File: config.mk
export PLATFORM = sky130hd
export DESIGN_NAME = dsprf_top
export DESIGN_NICKNAME = d
export VERILOG_FILES = /design/src/rtl/dsprf_pkg.sv /design/src/rtl/dsprf_top.sv /design/src/rtl/dsprf_cond.sv /design/src/rtl/dsprf_sr_guard.sv
export SDC_FILE = /design/constraint.sdc
export NUM_CORES = 1
export LEC_CHECK = 0
export BUFFER_PORTS_ARGS = -buffer_cell sky130_fd_sc_hd__buf_2
export CAP_MARGIN = 20
export CORE_MARGIN = 2
export CORE_UTILIZATION = 49
export CTS_CLUSTER_SIZE = 20
export DETAILED_ROUTE_END_ITERATION = 16
export GPL_TIMING_DRIVEN = 0
export PLACE_DENSITY = 0.68
export SETUP_SLACK_MARGIN = 0.02
export SYNTH_ARGS = -nofsm -noshare
export SYNTH_HDL_FRONTEND = slang
export SYNTH_SLANG_ARGS = --single-unit
File: constraint.sdc
create_clock -name ref_clk -period 3.65 [get_ports ref_clk]
set_input_delay 0.73 -clock ref_clk [delete_from_list [all_inputs] [get_ports ref_clk]]
set_output_delay 0.73 -clock ref_clk [all_outputs]
set_load 0.1 [all_outputs]
File: src/rtl/dsprf_pkg.sv
/*
 * Shared constants and types for the DSP register file and status block.
 * Assumes one core clock and a synchronous active-high reset everywhere.
 */
// Operation
// - Protected status fields keep value on write (code: only in DSP user mode; other loads write every bit)
// - DSP user load changes repeat/modulo fields only
// - Every DSP register loads and stores singly
// - Word transfers use upper half, clear lower
// - Word load to accumulator sign-extends guard
// - Guard destination loads guard only
// - Long load to accumulator sign-extends guard
// - Fixed, shift, multiply write full forty bits
// - Integer, detect write 24 bits, clear low
// - Logical results clear guard and low half
// - Operand sources sign-extended into guard positions; multiply, logical and logical shift sources get a zero guard
// - Multiply accepts second accumulator, never first
// - Status bits 31..8 read zero
// - Signed-greater flag at bit seven
// - Zero flag at bit six
// - Negative flag at bit five
// - Overflow flag at bit four
// - Select field bits three..one picks condition
// - Condition bit reflects selected condition
// - Condition bit gates only DSP register writes
// - Unconditional data operations update flags; multiply leaves flags unchanged
// - CPU and conditional operations leave status alone
// - Status register reachable as system register
package dsprf_pkg;

	// ----------------------------------------------------------------
	// Register selects and operation classes
	// ----------------------------------------------------------------
	typedef enum logic [3:0] {
		REG_ACC0, REG_ACC1, REG_GRD0, REG_GRD1,
		REG_X0, REG_X1, REG_Y0, REG_Y1, REG_M0, REG_M1
	} dsprf_reg_t;

	typedef enum logic [2:0] {
		OP_FIXED, OP_ASHIFT, OP_SMUL, OP_INTEGER,
		OP_MSBDET, OP_LOGIC, OP_LSHIFT
	} dsprf_op_t;

	// ----------------------------------------------------------------
	// Status register layout
	// ----------------------------------------------------------------
	localparam int GT_BIT = 7;
	localparam int Z_BIT  = 6;
	localparam int N_BIT  = 5;
	localparam int V_BIT  = 4;
	localparam int CS_LSB = 1;
	localparam int DC_BIT = 0;
	localparam logic [7:0] DSR_RESET = 8'h00;

	localparam logic [2:0] CS_CARRY  = 3'h0;
	localparam logic [2:0] CS_NEG    = 3'h1;
	localparam logic [2:0] CS_ZERO   = 3'h2;
	localparam logic [2:0] CS_OVF    = 3'h3;
	localparam logic [2:0] CS_GREAT  = 3'h4;
	localparam logic [2:0] CS_ABOVE  = 3'h5;

	// CPU status fields a DSP user-mode load may change
	localparam logic [31:0] SR_USER_LOAD_MASK = 32'h0FFF0C0C;

	localparam int OPR_BASE = 4;

endpackage

File: src/rtl/dsprf_top.sv
/*
 * DSP register file: accumulators with guard bits, operand registers,
 * the DSP condition status register and the condition bit.
 * Assumes the pipeline presents at most one of each request per cycle.
 */
`timescale 1ns/1ps
module dsprf_top (
	// Clock and reset
	input  wire logic        ref_clk,
	input  wire logic        srst,
	// Single-data transfer over the load bus
	input  wire logic        xfer_valid,
	input  wire logic        xfer_load,
	input  wire logic        xfer_long,
	input  wire logic [3:0]  xfer_reg,
	input  wire logic [31:0] xfer_wdata,
	output logic [31:0]      xfer_rdata,
	// DSP operation result write-back
	input  wire logic        op_valid,
	input  wire logic        op_cond,
	input  wire logic [2:0]  op_class,
	input  wire logic [3:0]  op_dst,
	input  wire logic [39:0] op_result,
	input  wire logic        op_carry,
	input  wire logic        op_ovf,
	// Operand source read
	input  wire logic        src_valid,
	input  wire logic [2:0]  src_class,
	input  wire logic [3:0]  src_sel,
	output logic [39:0]      src_data,
	output logic             src_refuse,
	// Status register as system register
	input  wire logic        sys_valid,
	input  wire logic        sys_write,
	input  wire logic [31:0] sys_wdata,
	output logic [31:0]      sys_rdata,
	output logic             condition_bit,
	// CPU status load filter
	input  wire logic        sr_load_valid,
	input  wire logic        dsp_user_mode,
	input  wire logic [31:0] sr_cur,
	input  wire logic [31:0] sr_wdata,
	output logic [31:0]      sr_load_value,
	output logic             sr_load_strobe
);

	// ------------------------------------------------------------
	// State
	// ------------------------------------------------------------
	typedef struct packed {
		logic [39:0]      acc0;
		logic [39:0]      acc1;
		logic [5:0][31:0] opr;
		logic             gt;
		logic             z;
		logic             n;
		logic             v;
		logic             cy;
		logic [2:0]       cs;
		logic             dc;
		logic [31:0]      xfer_rdata;
		logic [31:0]      sys_rdata;
		logic [39:0]      src_data;
		logic             src_refuse;
		logic [31:0]      sr_load_value;
		logic             sr_load_strobe;
	} dsprf_state_t;

	dsprf_state_t st_reg;
	dsprf_state_t st_next;

	// ------------------------------------------------------------
	// Helper functions
	// ------------------------------------------------------------
	// Shape a result for an accumulator destination
	function automatic logic [39:0] acc_shape(
		input logic [2:0]  cls,
		input logic [39:0] r
	);
		case (cls)
			dsprf_pkg::OP_FIXED, dsprf_pkg::OP_ASHIFT,
			dsprf_pkg::OP_SMUL:
				acc_shape = r;
			dsprf_pkg::OP_INTEGER, dsprf_pkg::OP_MSBDET:
				acc_shape = {{8{r[31]}}, r[31:16], 16'h0000};
			default:
				acc_shape = {8'h00, r[31:16], 16'h0000};
		endcase
	endfunction

	// Shape a result for an operand register destination
	function automatic logic [31:0] opr_shape(
		input logic [2:0]  cls,
		input logic [39:0] r
	);
		case (cls)
			dsprf_pkg::OP_FIXED, dsprf_pkg::OP_ASHIFT,
			dsprf_pkg::OP_SMUL:
				opr_shape = r[31:0];
			default:
				opr_shape = {r[31:16], 16'h0000};
		endcase
	endfunction

	// Present an operand register to the ALU
	function automatic logic [39:0] opr_src(
		input logic [2:0]  cls,
		input logic [31:0] v
	);
		case (cls)
			dsprf_pkg::OP_FIXED, dsprf_pkg::OP_ASHIFT,
			dsprf_pkg::OP_MSBDET:
				opr_src = {{8{v[31]}}, v};
			dsprf_pkg::OP_INTEGER:
				opr_src = {{8{v[31]}}, v[31:16], 16'h0000};
			default:
				opr_src = {8'h00, v[31:16], 16'h0000};
		endcase
	endfunction

	// Present an accumulator to the ALU
	function automatic logic [39:0] acc_src(
		input logic [2:0]  cls,
		input logic [39:0] a
	);
		case (cls)
			dsprf_pkg::OP_FIXED, dsprf_pkg::OP_ASHIFT,
			dsprf_pkg::OP_MSBDET:
				acc_src = a;
			dsprf_pkg::OP_INTEGER:
				acc_src = {a[39:16], 16'h0000};
			default:
				acc_src = {8'h00, a[31:16], 16'h0000};
		endcase
	endfunction

	// ------------------------------------------------------------
	// Flag candidates and condition bit
	// ------------------------------------------------------------
	logic       op_go;
	logic       flag_upd;
	logic       sys_wr;
	logic       res_z;
	logic       res_n;
	logic       c_gt;
	logic       c_z;
	logic       c_n;
	logic       c_v;
	logic       c_cy;
	logic [2:0] c_cs;
	logic       c_dc;
	logic [31:0] sr_merged;

	// Write allowed only when unconditional or condition holds
	assign op_go    = op_valid & (~op_cond | st_reg.dc);
	// Flags move on unconditional non-multiply operations only
	assign flag_upd = op_valid & ~op_cond
		& (op_class != dsprf_pkg::OP_SMUL);
	assign sys_wr   = sys_valid & sys_write;
	assign res_z    = (op_result == 40'h0000000000);
	assign res_n    = op_result[39];

	// System write takes priority over an operation in the same cycle
	always_comb
	begin
		c_gt = st_reg.gt;
		c_z  = st_reg.z;
		c_n  = st_reg.n;
		c_v  = st_reg.v;
		c_cy = st_reg.cy;
		c_cs = st_reg.cs;
		if (sys_wr)
		begin
			c_gt = sys_wdata[dsprf_pkg::GT_BIT];
			c_z  = sys_wdata[dsprf_pkg::Z_BIT];
			c_n  = sys_wdata[dsprf_pkg::N_BIT];
			c_v  = sys_wdata[dsprf_pkg::V_BIT];
			c_cs = sys_wdata[dsprf_pkg::CS_LSB +: 3];
		end
		else if (flag_upd)
		begin
			c_gt = ~res_n & ~res_z;
			c_z  = res_z;
			c_n  = res_n;
			c_v  = op_ovf;
			c_cy = op_carry;
		end
	end

	dsprf_cond u_cond (
		.gt (c_gt),
		.z  (c_z),
		.n  (c_n),
		.v  (c_v),
		.cy (c_cy),
		.cs (c_cs),
		.dc (c_dc)
	);

	dsprf_sr_guard u_sr_guard (
		.sr_cur        (sr_cur),
		.sr_wdata      (sr_wdata),
		.dsp_user_mode (dsp_user_mode),
		.sr_merged     (sr_merged)
	);

	// ------------------------------------------------------------
	// Next state
	// ------------------------------------------------------------
	always_comb
	begin
		logic [3:0] oi;
		logic [3:0] ti;
		logic [3:0] si;
		logic [31:0] body;
		st_next = st_reg;
		oi = op_dst - 4'(dsprf_pkg::OPR_BASE);
		ti = xfer_reg - 4'(dsprf_pkg::OPR_BASE);
		si = src_sel - 4'(dsprf_pkg::OPR_BASE);
		body = 32'h00000000;
		st_next.sr_load_strobe = sr_load_valid;
		// CPU status load through the protection filter
		if (sr_load_valid)
			st_next.sr_load_value = sr_merged;
		// DSP result write-back
		if (op_go)
		begin
			case (op_dst)
				dsprf_pkg::REG_ACC0:
					st_next.acc0 = acc_shape(op_class, op_result);
				dsprf_pkg::REG_ACC1:
					st_next.acc1 = acc_shape(op_class, op_result);
				dsprf_pkg::REG_GRD0, dsprf_pkg::REG_GRD1: ;
				default:
					if (oi < 4'h6)
						st_next.opr[oi[2:0]] =
							opr_shape(op_class, op_result);
			endcase
		end
		// Flags and condition bit
		st_next.gt = c_gt;
		st_next.z  = c_z;
		st_next.n  = c_n;
		st_next.v  = c_v;
		st_next.cy = c_cy;
		st_next.cs = c_cs;
		if (flag_upd || sys_wr)
			st_next.dc = c_dc;
		// Single-data transfer
		if (xfer_valid)
		begin
			if (xfer_long)
				body = xfer_wdata;
			else
				body = {xfer_wdata[15:0], 16'h0000};
			if (xfer_load)
			begin
				case (xfer_reg)
					dsprf_pkg::REG_ACC0:
						st_next.acc0 = {{8{body[31]}}, body};
					dsprf_pkg::REG_ACC1:
						st_next.acc1 = {{8{body[31]}}, body};
					dsprf_pkg::REG_GRD0:
						st_next.acc0[39:32] = xfer_wdata[7:0];
					dsprf_pkg::REG_GRD1:
						st_next.acc1[39:32] = xfer_wdata[7:0];
					default:
						if (ti < 4'h6)
							st_next.opr[ti[2:0]] = body;
				endcase
			end
			else
			begin
				case (xfer_reg)
					dsprf_pkg::REG_ACC0: body = st_reg.acc0[31:0];
					dsprf_pkg::REG_ACC1: body = st_reg.acc1[31:0];
					dsprf_pkg::REG_GRD0:
						body = {{24{st_reg.acc0[39]}}, st_reg.acc0[39:32]};
					dsprf_pkg::REG_GRD1:
						body = {{24{st_reg.acc1[39]}}, st_reg.acc1[39:32]};
					default:
						body = (ti < 4'h6) ? st_reg.opr[ti[2:0]]
							: 32'h00000000;
				endcase
				if (xfer_long || xfer_reg == dsprf_pkg::REG_GRD0
					|| xfer_reg == dsprf_pkg::REG_GRD1)
					st_next.xfer_rdata = body;
				else
					st_next.xfer_rdata = {{16{body[31]}}, body[31:16]};
			end
		end
		// Operand source read
		if (src_valid)
		begin
			st_next.src_refuse = 1'b0;
			case (src_sel)
				dsprf_pkg::REG_ACC0:
					if (src_class == dsprf_pkg::OP_SMUL)
					begin
						st_next.src_refuse = 1'b1;
						st_next.src_data   = 40'h0000000000;
					end
					else
						st_next.src_data = acc_src(src_class, st_reg.acc0);
				dsprf_pkg::REG_ACC1:
					st_next.src_data = acc_src(src_class, st_reg.acc1);
				default:
					if (si < 4'h6)
						st_next.src_data =
							opr_src(src_class, st_reg.opr[si[2:0]]);
					else
					begin
						st_next.src_refuse = 1'b1;
						st_next.src_data   = 40'h0000000000;
					end
			endcase
		end
		// Status register store
		if (sys_valid && !sys_write)
			st_next.sys_rdata = {24'h000000, st_reg.gt, st_reg.z,
				st_reg.n, st_reg.v, st_reg.cs, st_reg.dc};
	end

	// ------------------------------------------------------------
	// Registers
	// ------------------------------------------------------------
	always_ff @(posedge ref_clk)
	begin
		if (srst)
		begin
			st_reg    <= '0;
			st_reg.cs <= dsprf_pkg::DSR_RESET[3:1];
			st_reg.dc <= dsprf_pkg::DSR_RESET[0];
		end
		else
			st_reg <= st_next;
	end

	// Outputs straight from the state
	assign xfer_rdata     = st_reg.xfer_rdata;
	assign src_data       = st_reg.src_data;
	assign src_refuse     = st_reg.src_refuse;
	assign sys_rdata      = st_reg.sys_rdata;
	assign condition_bit  = st_reg.dc;
	assign sr_load_value  = st_reg.sr_load_value;
	assign sr_load_strobe = st_reg.sr_load_strobe;

	// ------------------------------------------------------------
	// Assertions
	// ------------------------------------------------------------
	property p_rsv_zero;
		@(posedge ref_clk) disable iff (srst)
		sys_rdata[31:8] == 24'h000000;
	endproperty
	a_rsv_zero: assert property (p_rsv_zero)
		else $error("reserved status bits not zero");

	property p_word_acc;
		@(posedge ref_clk) disable iff (srst)
		xfer_valid && xfer_load && !xfer_long
			&& xfer_reg == dsprf_pkg::REG_ACC0
		|=> st_reg.acc0 == {{8{$past(xfer_wdata[15])}},
			$past(xfer_wdata[15:0]), 16'h0000};
	endproperty
	a_word_acc: assert property (p_word_acc)
		else $error("word load into accumulator misshaped");

	property p_long_acc;
		@(posedge ref_clk) disable iff (srst)
		xfer_valid && xfer_load && xfer_long
			&& xfer_reg == dsprf_pkg::REG_ACC1
		|=> st_reg.acc1 == {{8{$past(xfer_wdata[31])}},
			$past(xfer_wdata)};
	endproperty
	a_long_acc: assert property (p_long_acc)
		else $error("long load into accumulator misshaped");

	property p_guard_only;
		@(posedge ref_clk) disable iff (srst)
		xfer_valid && xfer_load && xfer_reg == dsprf_pkg::REG_GRD0
			&& !(op_go && op_dst == dsprf_pkg::REG_ACC0)
		|=> st_reg.acc0[31:0] == $past(st_reg.acc0[31:0])
			&& st_reg.acc0[39:32] == $past(xfer_wdata[7:0]);
	endproperty
	a_guard_only: assert property (p_guard_only)
		else $error("guard load disturbed accumulator body");

	property p_cond_block;
		@(posedge ref_clk) disable iff (srst)
		op_valid && op_cond && !condition_bit && !xfer_valid
		|=> $stable({st_reg.acc0, st_reg.acc1, st_reg.opr});
	endproperty
	a_cond_block: assert property (p_cond_block)
		else $error("suppressed operation wrote accumulator");

	property p_cond_nostat;
		@(posedge ref_clk) disable iff (srst)
		op_valid && op_cond && !sys_wr
		|=> $stable({st_reg.gt, st_reg.z, st_reg.n, st_reg.v,
			st_reg.cy, st_reg.cs, st_reg.dc});
	endproperty
	a_cond_nostat: assert property (p_cond_nostat)
		else $error("conditional operation changed status");

	property p_zero_flag;
		@(posedge ref_clk) disable iff (srst)
		flag_upd && !sys_wr && op_result == 40'h0000000000
		|=> st_reg.z && !st_reg.gt && !st_reg.n;
	endproperty
	a_zero_flag: assert property (p_zero_flag)
		else $error("zero result flags wrong");

	property p_neg_flag;
		@(posedge ref_clk) disable iff (srst)
		flag_upd && !sys_wr && op_result[39]
		|=> st_reg.n && !st_reg.gt ##1 1'b1;
	endproperty
	a_neg_flag: assert property (p_neg_flag)
		else $error("negative result flags wrong");

	property p_smul_first;
		@(posedge ref_clk) disable iff (srst)
		src_valid && src_class == dsprf_pkg::OP_SMUL
			&& src_sel == dsprf_pkg::REG_ACC0
		|=> src_refuse && src_data == 40'h0000000000;
	endproperty
	a_smul_first: assert property (p_smul_first)
		else $error("multiply accepted first accumulator");

	property p_bad_cs;
		@(posedge ref_clk) disable iff (srst)
		st_reg.cs[2:1] == 2'b11 |-> !condition_bit;
	endproperty
	a_bad_cs: assert property (p_bad_cs)
		else $error("condition bit set under forbidden select");

	property p_sr_protect;
		@(posedge ref_clk) disable iff (srst)
		sr_load_valid && dsp_user_mode
		|=> sr_load_strobe && ((sr_load_value
			^ $past(sr_cur)) & ~dsprf_pkg::SR_USER_LOAD_MASK) == '0;
	endproperty
	a_sr_protect: assert property (p_sr_protect)
		else $error("protected status field changed");

	c_cond_skip: cover property (@(posedge ref_clk) disable iff (srst)
		op_valid && op_cond && !condition_bit);
	c_guard_load: cover property (@(posedge ref_clk) disable iff (srst)
		xfer_valid && xfer_load && xfer_reg == dsprf_pkg::REG_GRD1);
	c_dc_set: cover property (@(posedge ref_clk) disable iff (srst)
		flag_upd ##1 condition_bit);

endmodule

File: src/rtl/dsprf_cond.sv
/*
 * Condition bit selector: picks one condition from the flags.
 * Assumes flags given are those about to be stored.
 */
`timescale 1ns/1ps
module dsprf_cond (
	// Flags
	input  wire logic       gt,
	input  wire logic       z,
	input  wire logic       n,
	input  wire logic       v,
	input  wire logic       cy,
	// Select and result
	input  wire logic [2:0] cs,
	output logic            dc
);

	// ------------------------------------------------------------
	// Selection
	// ------------------------------------------------------------
	always_comb
	begin
		case (cs)
			dsprf_pkg::CS_CARRY: dc = cy;
			dsprf_pkg::CS_NEG:   dc = n;
			dsprf_pkg::CS_ZERO:  dc = z;
			dsprf_pkg::CS_OVF:   dc = v;
			dsprf_pkg::CS_GREAT: dc = gt;
			dsprf_pkg::CS_ABOVE: dc = ~(n ^ v) & ~z;
			default:             dc = 1'b0;
		endcase
	end

endmodule

File: src/rtl/dsprf_sr_guard.sv
/*
 * Merges a CPU status load with field protection in DSP user mode.
 * Assumes the CPU applies the merged value it is handed back.
 */
`timescale 1ns/1ps
module dsprf_sr_guard (
	// Values
	input  wire logic [31:0] sr_cur,
	input  wire logic [31:0] sr_wdata,
	// Mode
	input  wire logic        dsp_user_mode,
	output logic [31:0]      sr_merged
);

	// ------------------------------------------------------------
	// Protected fields keep their old bits in DSP user mode
	// ------------------------------------------------------------
	always_comb
	begin
		if (dsp_user_mode)
			sr_merged = (sr_cur & ~dsprf_pkg::SR_USER_LOAD_MASK)
				| (sr_wdata & dsprf_pkg::SR_USER_LOAD_MASK);
		else
			sr_merged = sr_wdata;
	end

endmodule

### Yosys cells after proc, flatten, opt, wreduce, memory -nomap -nowiden

Index checks and enable logic that the tools add are counted.
Widths: inputs -> output; s select.

* logic and storage cells: 143
* output and inout port bits: 139
* flip-flop bits (word level): 395

* $add $sub $neg: 3
* multiplexer cells: 55
* order comparisons: 8
* bitwise logic cells: 15
* equality and inequality tests: 21
* reduce and logical (&&, ||, !) cells: 20

Operators with widths (count)
* $mux 272: 3
* $mux 192: 4
* $mux 32: 13
* $pmux 40 s2: 5
* $bwmux 192: 2
* $bmux 32 s3: 2
* $demux 32 s3: 2
* $mux 40: 4
* $pmux 32 s4: 1
* $logic_not 40->1: 1
* $or 32x28->32: 1
* $pmux 8 s2: 2
* $mux 31: 1
* $eq 3x2->1 const B: 6
* $eq 4x2->1 const B: 4
* $mux 16: 1
* $eq 3x3->1 const B: 4
* $eq 4x1->1 const B: 3
* $logic_not 4->1: 3
* $lt 3x4->1 const B: 3
* $lt 4x3->1 const B: 3
* $mux 1: 12
* $sub 4x3->4 const B: 3
* $eq 3x1->1 const B: 3
* 17 further kinds: 36

### Logic depth before layout (Yosys ltp)

Gate-level depths: netlist of run 1.

* depth after elaboration: 15
* mapped depth: 13
* mapped depth without buffers: 8

### Cells and area by module

A second synthesis of run 1 with hierarchy kept.

* cells, all modules: 2705
* area, all modules: 23232.3 µm²

By module, submodules not included
* dsprf_top: area each 22790.6 µm², times used 1, cells an instance 2660
* dsprf_sr_guard: area each 369.1 µm², times used 1, cells an instance 34
* dsprf_cond: area each 72.6 µm², times used 1, cells an instance 11

### Worst setup path after synthesis of run 1

OpenSTA, ideal clock, no wires.

* path type: input to register
* start: input port xfer_reg[2]
* end: register st_reg[203] (netlist bit)
* path slack: 0.750 ns
* stages on the path: 12
* path buffers: 5
* data arrival time: 2.763 ns
* cell sequence: buf_2 > buf_1 > inv_1 > ha_1 > clkbuf_2 > nor2b_1 > and3_1 > buf_2 > nand4_1 > clkbuf_1 > nor2_1 > a211oi_1

* longest elaborated chain between the ends: 10
* elaborated cells on any way between the ends: 17
* classes of those cells: add/sub: 1; order compare: 3; eq/ne: 3; mux: 7; reduce/logical: 3

Ends and longest elaborated chain
* start, declared: line dsprf_top.sv:15 `input wire logic [3:0] xfer_reg,`
* $sub 4x3->4: line dsprf_top.sv:218 `ti = xfer_reg - 4'(dsprf_pkg::OPR_BASE);`
* $lt 3x4->1 (not written as such) or $ge 3x1->1 (tied branches): line dsprf_top.sv:269 `st_next.opr[ti[2:0]] = body;`
* $logic_and 1x1->1 (not written as such): line dsprf_top.sv:269
* $mux 32 (not written as such): line dsprf_top.sv:269
* $demux 32 s3: line dsprf_top.sv:269
* $bwmux 192: line dsprf_top.sv:269
* $mux 192: line dsprf_top.sv:268 `if (ti < 4'h6)`
* $mux 192 *: line dsprf_top.sv:258 `case (xfer_reg)`
* $mux 272 *: line dsprf_top.sv:256 `if (xfer_load)`
* $mux 272 *: line dsprf_top.sv:250 `if (xfer_valid)`
* end signal, assigned: line dsprf_top.sv:336 `st_reg <= st_next;`
* end, declared: line dsprf_top.sv:69 `dsprf_state_t st_reg;`

Every way passes the cells marked *; elsewhere a longest branch is shown, timed or not.
A chain may end at the register's enable or synchronous reset.

### Worst setup path in the final report of run 1

* start: input port xfer_reg[2]
* end: register st_reg, in the netlist xfer_rdata[9]

* longest elaborated chain between the ends: 6
* elaborated cells on any way between the ends: 13
* classes of those cells: add/sub: 1; order compare: 1; eq/ne: 3; mux: 5; reduce/logical: 3

Ends and longest elaborated chain
* $sub 4x3->4: line dsprf_top.sv:218
* $bmux 32 s3: line dsprf_top.sv:282 `body = (ti < 4'h6) ? st_reg.opr[ti[2:0]]`
* $mux 32 (not written as such): line dsprf_top.sv:282
* $mux 32: line dsprf_top.sv:282
* $pmux 32 s4: line dsprf_top.sv:274 `case (xfer_reg)`
* $mux 31 *: line dsprf_top.sv:285 `if (xfer_long || xfer_reg == dsprf_pkg::REG_GRD0`

Every way passes the cells marked *; elsewhere a longest branch is shown, timed or not. The select of a mux whose other input is x is not followed.

==> results.ini, run 1 <==
[cts]
clk_pin_slew_ns = 0.06
clock_sinks = 395
clock_latency_ns = 0.61
cts_tree = yes
cts-root-buf = clkbuf_16
cts-buffers-inserted = 45
cts-htree-levels = 2
hold_buffers = 0
clock_path_buffers = 3

[worst_setup_path]
ff2ff_setup_slack_ns = 0.84
worstSetupEndpointType = flop
reg2reg_from = condition_bit
cp_max_fo = 10
reg2reg_to = st_reg[417]
cp.arrival_ns = 3.97
start_kind = input pin
criticalPathCategory = input pin to flop
cp_data_required_time_ns = 4.09
reg2reg_depth = 7

[yosys]
synth_top_cell_by_area = dfxtp_1
synth_top_cells_by_area = dfxtp_1 35%, mux2i_1 11%, a211oi_1 10%
yosysUniqueCellTypes = 65
async_flop_share = 0
yosysTopAreaCellShare = 0.350
synth_edf_count = 0
syn_area_per_cell_um2 = 8.56
synthFlopType = dfxtp_1
yosysWarnings = 0
syn_area_um2 = 22600
ys_seq_elements = 395
ys_seq_area_frac = 0.350
synth_cells = 2641

[grt]
grt_pass1_vias = 21800
overflow = 0
grt_max_degree = 14
gr-usage-all-layers = 0.388
grt_pass1_wl_um = 138000
antenna_found_initial = 2

[power]
p_leak_nw = 11.1
p_per_area_nw_per_um2 = 427
ir_worst_vdd_mv = 0.380

[placement]
place_inst = 3510
gp_congestion = 1.04
io_buffers = 246
dp_worst_setup_slack_ns = -0.745
dp_hpwl_um = 74100
placed_area_um2 = 24700

[final_layout]
seq_area_um2 = 7910
n_fill_cell = 4205
syn_to_final_growth_pct = 16.1
nets = 3165
fin_area_um2 = 26200
drive_gt1_frac = 0.213
layoutNonFillerInstCount = 3592
largest_reg_flops = 280
multi_input_area_um2 = 12500

[die]
die_h_um = 219
start_util = 0.497
coreArea_um2 = 45500
io_pins = 339
fp.dieArea_um2 = 47900
rows = 78
die-width_um = 219

[detailed_routing]
wl_per_cell_um = 26.6
num_vias = 22800
drc = 0
via_per_inst = 6.34
drt-initial-drc-count = 2909
ant_nets = 0
wirelength_um = 95500
dr.pass1.iters = 10

[sta]
fin_crit_ns = 3.54
setup_ws_ns = 0.114
tns_ns = 0
period_share = 0.969
hold_violations = 0
setup_viol = 0
rsz0062_at_grt = no
slew_violations = 0
max-slew-margin-rel = 0.200
finalClockSkew_ns = 0.0319
tightest_slew_ns = 1.20
max_clock_freq_ghz = 0.283

[run_status]
status = finished clean

[run]
cap_violations = 0

[hold_path]
worstHoldStart = sr_wdata[26]
hold_depth = 3
min-delay-path-class = input pin to flop
min_to = sr_load_value[26]

layout by cell type (no fill, tap or decap), types with 6 or more instances in the layout:
master and instances:
buf_4 148, ha_1 6, mux2_2 26, o211ai_1 7, nand3b_1 8, o2bb2ai_1 9, a22oi_1 24, nor2_1 476
conb_1 24, mux2i_1 245, buf_6 11, and3_1 6, o21ai_0 52, nand2b_1 10, nor4_1 10, clkbuf_16 47
clkbuf_8 12, a221oi_1 30, buf_2 298, a2bb2oi_1 9, a221o_1 17, clkbuf_1 191, nand3_1 24, nand2_1 153
buf_1 11, and2_1 19, nor2b_1 10, a222oi_1 16, mux2_1 7, nor3_1 41, dfxtp_1 395, inv_1 27
mux4_2 64, a211oi_1 313, o22ai_1 23, a21oi_1 158
report_power, final:
part / total, W / internal [W] / leakage, nW / switching [W]
registers: 0.00450 / 0.00442 / 3.20 / 0.0000797
logic: 0.00187 / 0.000484 / 7.17 / 0.00138
clock network: 0.00482 / 0.00286 / 0.746 / 0.00196
worst max path at each step:
stage / start / to / slack [ns] / cells past startpoint
floorplan: xfer_reg[2] / st_reg[203] / 0.75 / 12
finish: xfer_reg[2] / xfer_rdata[9] / 0.11 / 12
detailed placement: xfer_reg[2] / st_reg[210] / -0.74 / 12
global route: xfer_reg[2] / xfer_rdata[5] / 0.17 / 14
CTS: xfer_reg[2] / xfer_rdata[11] / 0.09 / 12
global placement: xfer_reg[2] / st_reg[203] / -0.69 / 12
layer usage:
| metal | global-route usage | wire (um) | up-vias |
|---|---|---|---|
| met3 | 0.101 | 11900 | 260 |
| li1 | - | - | 10100 |
| met1 | 0.507 | 37300 | 10900 |
| met2 | 0.602 | 41700 | 1586 |
| met5 | 0 | 0 | - |
| met4 | 0.176 | 4600 | 0 |
cell usage after synthesis, drive strengths merged, types with 2 or more instances:
library cell and instances:
buf 221, a31oi 4, a221oi 31, o22ai 23, nor2 478, mux4 64
a211oi 313, nand3b 8, or2 3, a21oi 162, nor4 11, nor3b 4
o21ai 54, nor2b 10, o211ai 7, nand2 153, ha 6, a21o 4
mux2i 245, or4 2, nand3 24, nor3 41, a222oi 16, clkbuf 186
mux2 33, and3 6, or3b 2, nand4 3, a2bb2oi 9, and2 20
a21boi 4, a22oi 24, inv 27, nand2b 10, dfxtp 395, o2bb2ai 10
a221o 17
layout make-up:
| type | count | area share |
|---|---|---|
| well taps | 600 | 0.0286 |
| multi-input cells | 1835 | 0.475 |
| clock buffers | 65 | 0.0520 |
| clock inverters | 12 | 0.00663 |
| flip-flops and latches | 395 | 0.301 |
| plain buffers | 407 | 0.0848 |
| repair buffers | 248 | 0.0475 |
| inverters | 27 | 0.00386 |
| diodes | 3 | 0.000286 |
critical path, cell delays in order:
cell	delay, ns
buf_2	0.13
buf_2	0.29
clkbuf_2	0.32
inv_1	0.10
ha_1	0.20
clkbuf_2	0.20
clkbuf_1	0.30
nand3_1	0.13
nand3_1	0.43
a221o_1	0.44
a21oi_1	0.58
nor3_1	0.10
per-stage QoR:
step | power, W | util | hold slack, ns
2_1_floorplan | 0.00586 | - | 0.432
3_3_place_gp | 0.00639 | 0.542 | 0.444
4_1_cts | 0.0111 | 0.577 | 0.372
6_report | 0.0112 | 0.577 | 0.380
3_5_place_dp | 0.00641 | 0.542 | 0.449
5_1_grt | 0.0114 | 0.577 | 0.379
kinds of logic after synthesis:
family / share of synthesized area
buffers and inverters: 0.103
other: 0.000166
xor gates and xnor gates: 0.000388
AOI/OAI and AO/OA: 0.211
DFF: 0.350
and+or+nand+nor: 0.144
muxes: 0.189
adders and majority gates: 0.00332
repair_timing:
item / CTS / global route
pin swaps: 1 / 0
setup buffers: 2 / 0
cloned: 0 / 0
endpoints found under the setup margin: 31 / 42
gates resized for setup: 0 / 3
Power figures use the tool's default switching activity.
==> run 2, diff against run 1 <==
- clock period: 3.65 -> 4.4 ns (I/O delays scaled with it)
==> run 2 against run 1 <==
  * Register-to-register slack improved by 0.72 ns
  * Power decreased by 17%
  * Utilization is 0.069 points lower
  * Routed wire length decreased by 0.25%
  * First-iteration DRC count increased by 4.1%
  * Clock skew decreased by 0.0022 ns
==> results.ini, run 2 (synthesized netlist as in run 1, its figures left out) <==
[die]
io_pins = 339  ; unchanged
start_util = 0.497  ; unchanged
fp.dieArea_um2 = 47900  ; unchanged
die_h_um = 219  ; unchanged
rows = 78  ; unchanged
die-width_um = 219  ; unchanged
coreArea_um2 = 45500  ; unchanged

[cts]
clock_path_buffers = 3  ; unchanged
cts-htree-levels = 2  ; unchanged
clock_latency_ns = 0.61  ; about the same
clock_sinks = 395  ; unchanged
cts_tree = yes
hold_buffers = 0  ; unchanged
post_cts_buffers = 0  ; -2
cts-buffers-inserted = 45  ; unchanged
cts-root-buf = clkbuf_16
clk_pin_slew_ns = 0.06  ; about the same
cts_resized = 0  ; unchanged

[worst_setup_path]
cp_data_required_time_ns = 4.91  ; +0.82 ns
cp.arrival_ns = 4.68  ; +0.71 ns
criticalPathCategory = input pin to flop
cp_max_fo = 10  ; unchanged
start_kind = input pin
reg2reg_depth = 7  ; unchanged
worstSetupEndpointType = flop

[detailed_routing]
num_vias = 22700  ; -0.48%
ant_nets = 0  ; unchanged
dr.pass1.iters = 10  ; unchanged
wl_per_cell_um = 26.5  ; -0.14%
route.met2.wl_um = 41700  ; +0.12%
drt-initial-drc-count = 3029  ; +4.1%
wirelength_um = 95200  ; -0.25%
dr_wl_met3_um = 11700  ; -0.94%
drc = 0  ; unchanged
wl_met1_um = 37100  ; -0.54%
via_per_inst = 6.31  ; -0.37%
top_layer = met5

[final_layout]
nets = 3163  ; -0.063%
largest_reg_flops = 280  ; unchanged
final_cell_mix = 476 x nor2_1, 395 x dfxtp_1, 313 x a211oi_1
fin_util = 0.576  ; -0.000688
layout.cells.most_common = nor2_1
fin_area_um2 = 26200  ; -0.12%
syn_to_final_growth_pct = 16.0
drive_gt1_frac = 0.212  ; -0.00120

[grt]
grt_pass1_vias = 21800  ; -0.11%
overflow = 0  ; unchanged
grt_pass1_wl_um = 138000  ; about the same
grt_max_degree = 14  ; unchanged
antenna_found_initial = 2  ; unchanged
gr-usage-all-layers = 0.388  ; about the same

[sta]
max_clock_freq_ghz = 0.240
slew_violations = 0  ; unchanged
max-slew-margin-rel = 0.200  ; -0.000301
tightest_slew_ns = 1.20  ; +0.000453 ns
rsz0062_at_grt = no
finalClockSkew_ns = 0.0296  ; -0.00224 ns
setup_ws_ns = 0.228  ; +0.113 ns
period_share = 0.948
fin_crit_ns = 4.17
tns_ns = 0  ; unchanged
hold_violations = 0  ; unchanged
setup_viol = 0  ; unchanged

[placement]
gp_congestion = 1.04  ; unchanged
placed_area_um2 = 24700  ; unchanged
dp_worst_setup_slack_ns = -0.145  ; +0.600 ns
io_buffers = 246  ; unchanged
dp_hpwl_um = 74100  ; unchanged

[power]
p_per_area_nw_per_um2 = 354  ; -17%
ir_worst_vdd_mv = 0.316  ; -17%
p_leak_nw = 11.1  ; -0.13%
total_power_w = 0.00928  ; -17%

[run]
cap_violations = 0  ; unchanged

[run_status]
status = finished clean

[hold_path]
min-delay-path-class = flop to flop
hold_depth = 2  ; -1

run 2: worst max-delay path, cell delays in order:
cell and delay (ns):
buf_2 0.13, buf_2 0.28, buf_1 0.48, inv_1 0.14, ha_1 0.23, clkbuf_2 0.21, nor2b_1 0.17, and3_1 0.27
buf_2 0.32, nand4_1 0.70, clkbuf_1 0.53, a211oi_1 0.33
run 2: path summary, 6_finish.rpt:
kind                  from            end  slack [ns]
min          xfer_rdata[6]  xfer_rdata[6]        0.46
min reg2reg  xfer_rdata[6]  xfer_rdata[6]        0.46
max reg2reg  condition_bit    st_reg[417]        1.56
max            xfer_reg[2]    st_reg[210]        0.23
run 2: cell type report:
class | instances | area, um2
fillers | 4213 | 19300
plain buffers | 407 | 2220
clock inverters | 12 | 174
repair buffers | 246 | 1230
flip-flops and latches | 395 | 7910
multi-input cells | 1835 | 12500
clock buffers | 65 | 1360
well taps | 600 | 751
diodes | 1 | 2.50
inverters | 27 | 101
run 2: metal layers:
metal	global-route usage	vias up
met5	0	-
met4	0.180	2
met3	0.0997	243
met2	0.600	1517
met1	0.508	10800
li1	-	10000
run 2: through the flow:
step,std cells,hold WS [ns]
3_5_place_dp,3510,0.449
6_report,3588,0.459
2_1_floorplan,2664,0.432
4_1_cts,3587,0.458
3_3_place_gp,3510,0.444
5_1_grt,3588,0.492
run 2: where the power goes:
part,internal (W),switching (W)
clock network,0.00237,0.00163
registers,0.00367,0.0000658
logic,0.000401,0.00115
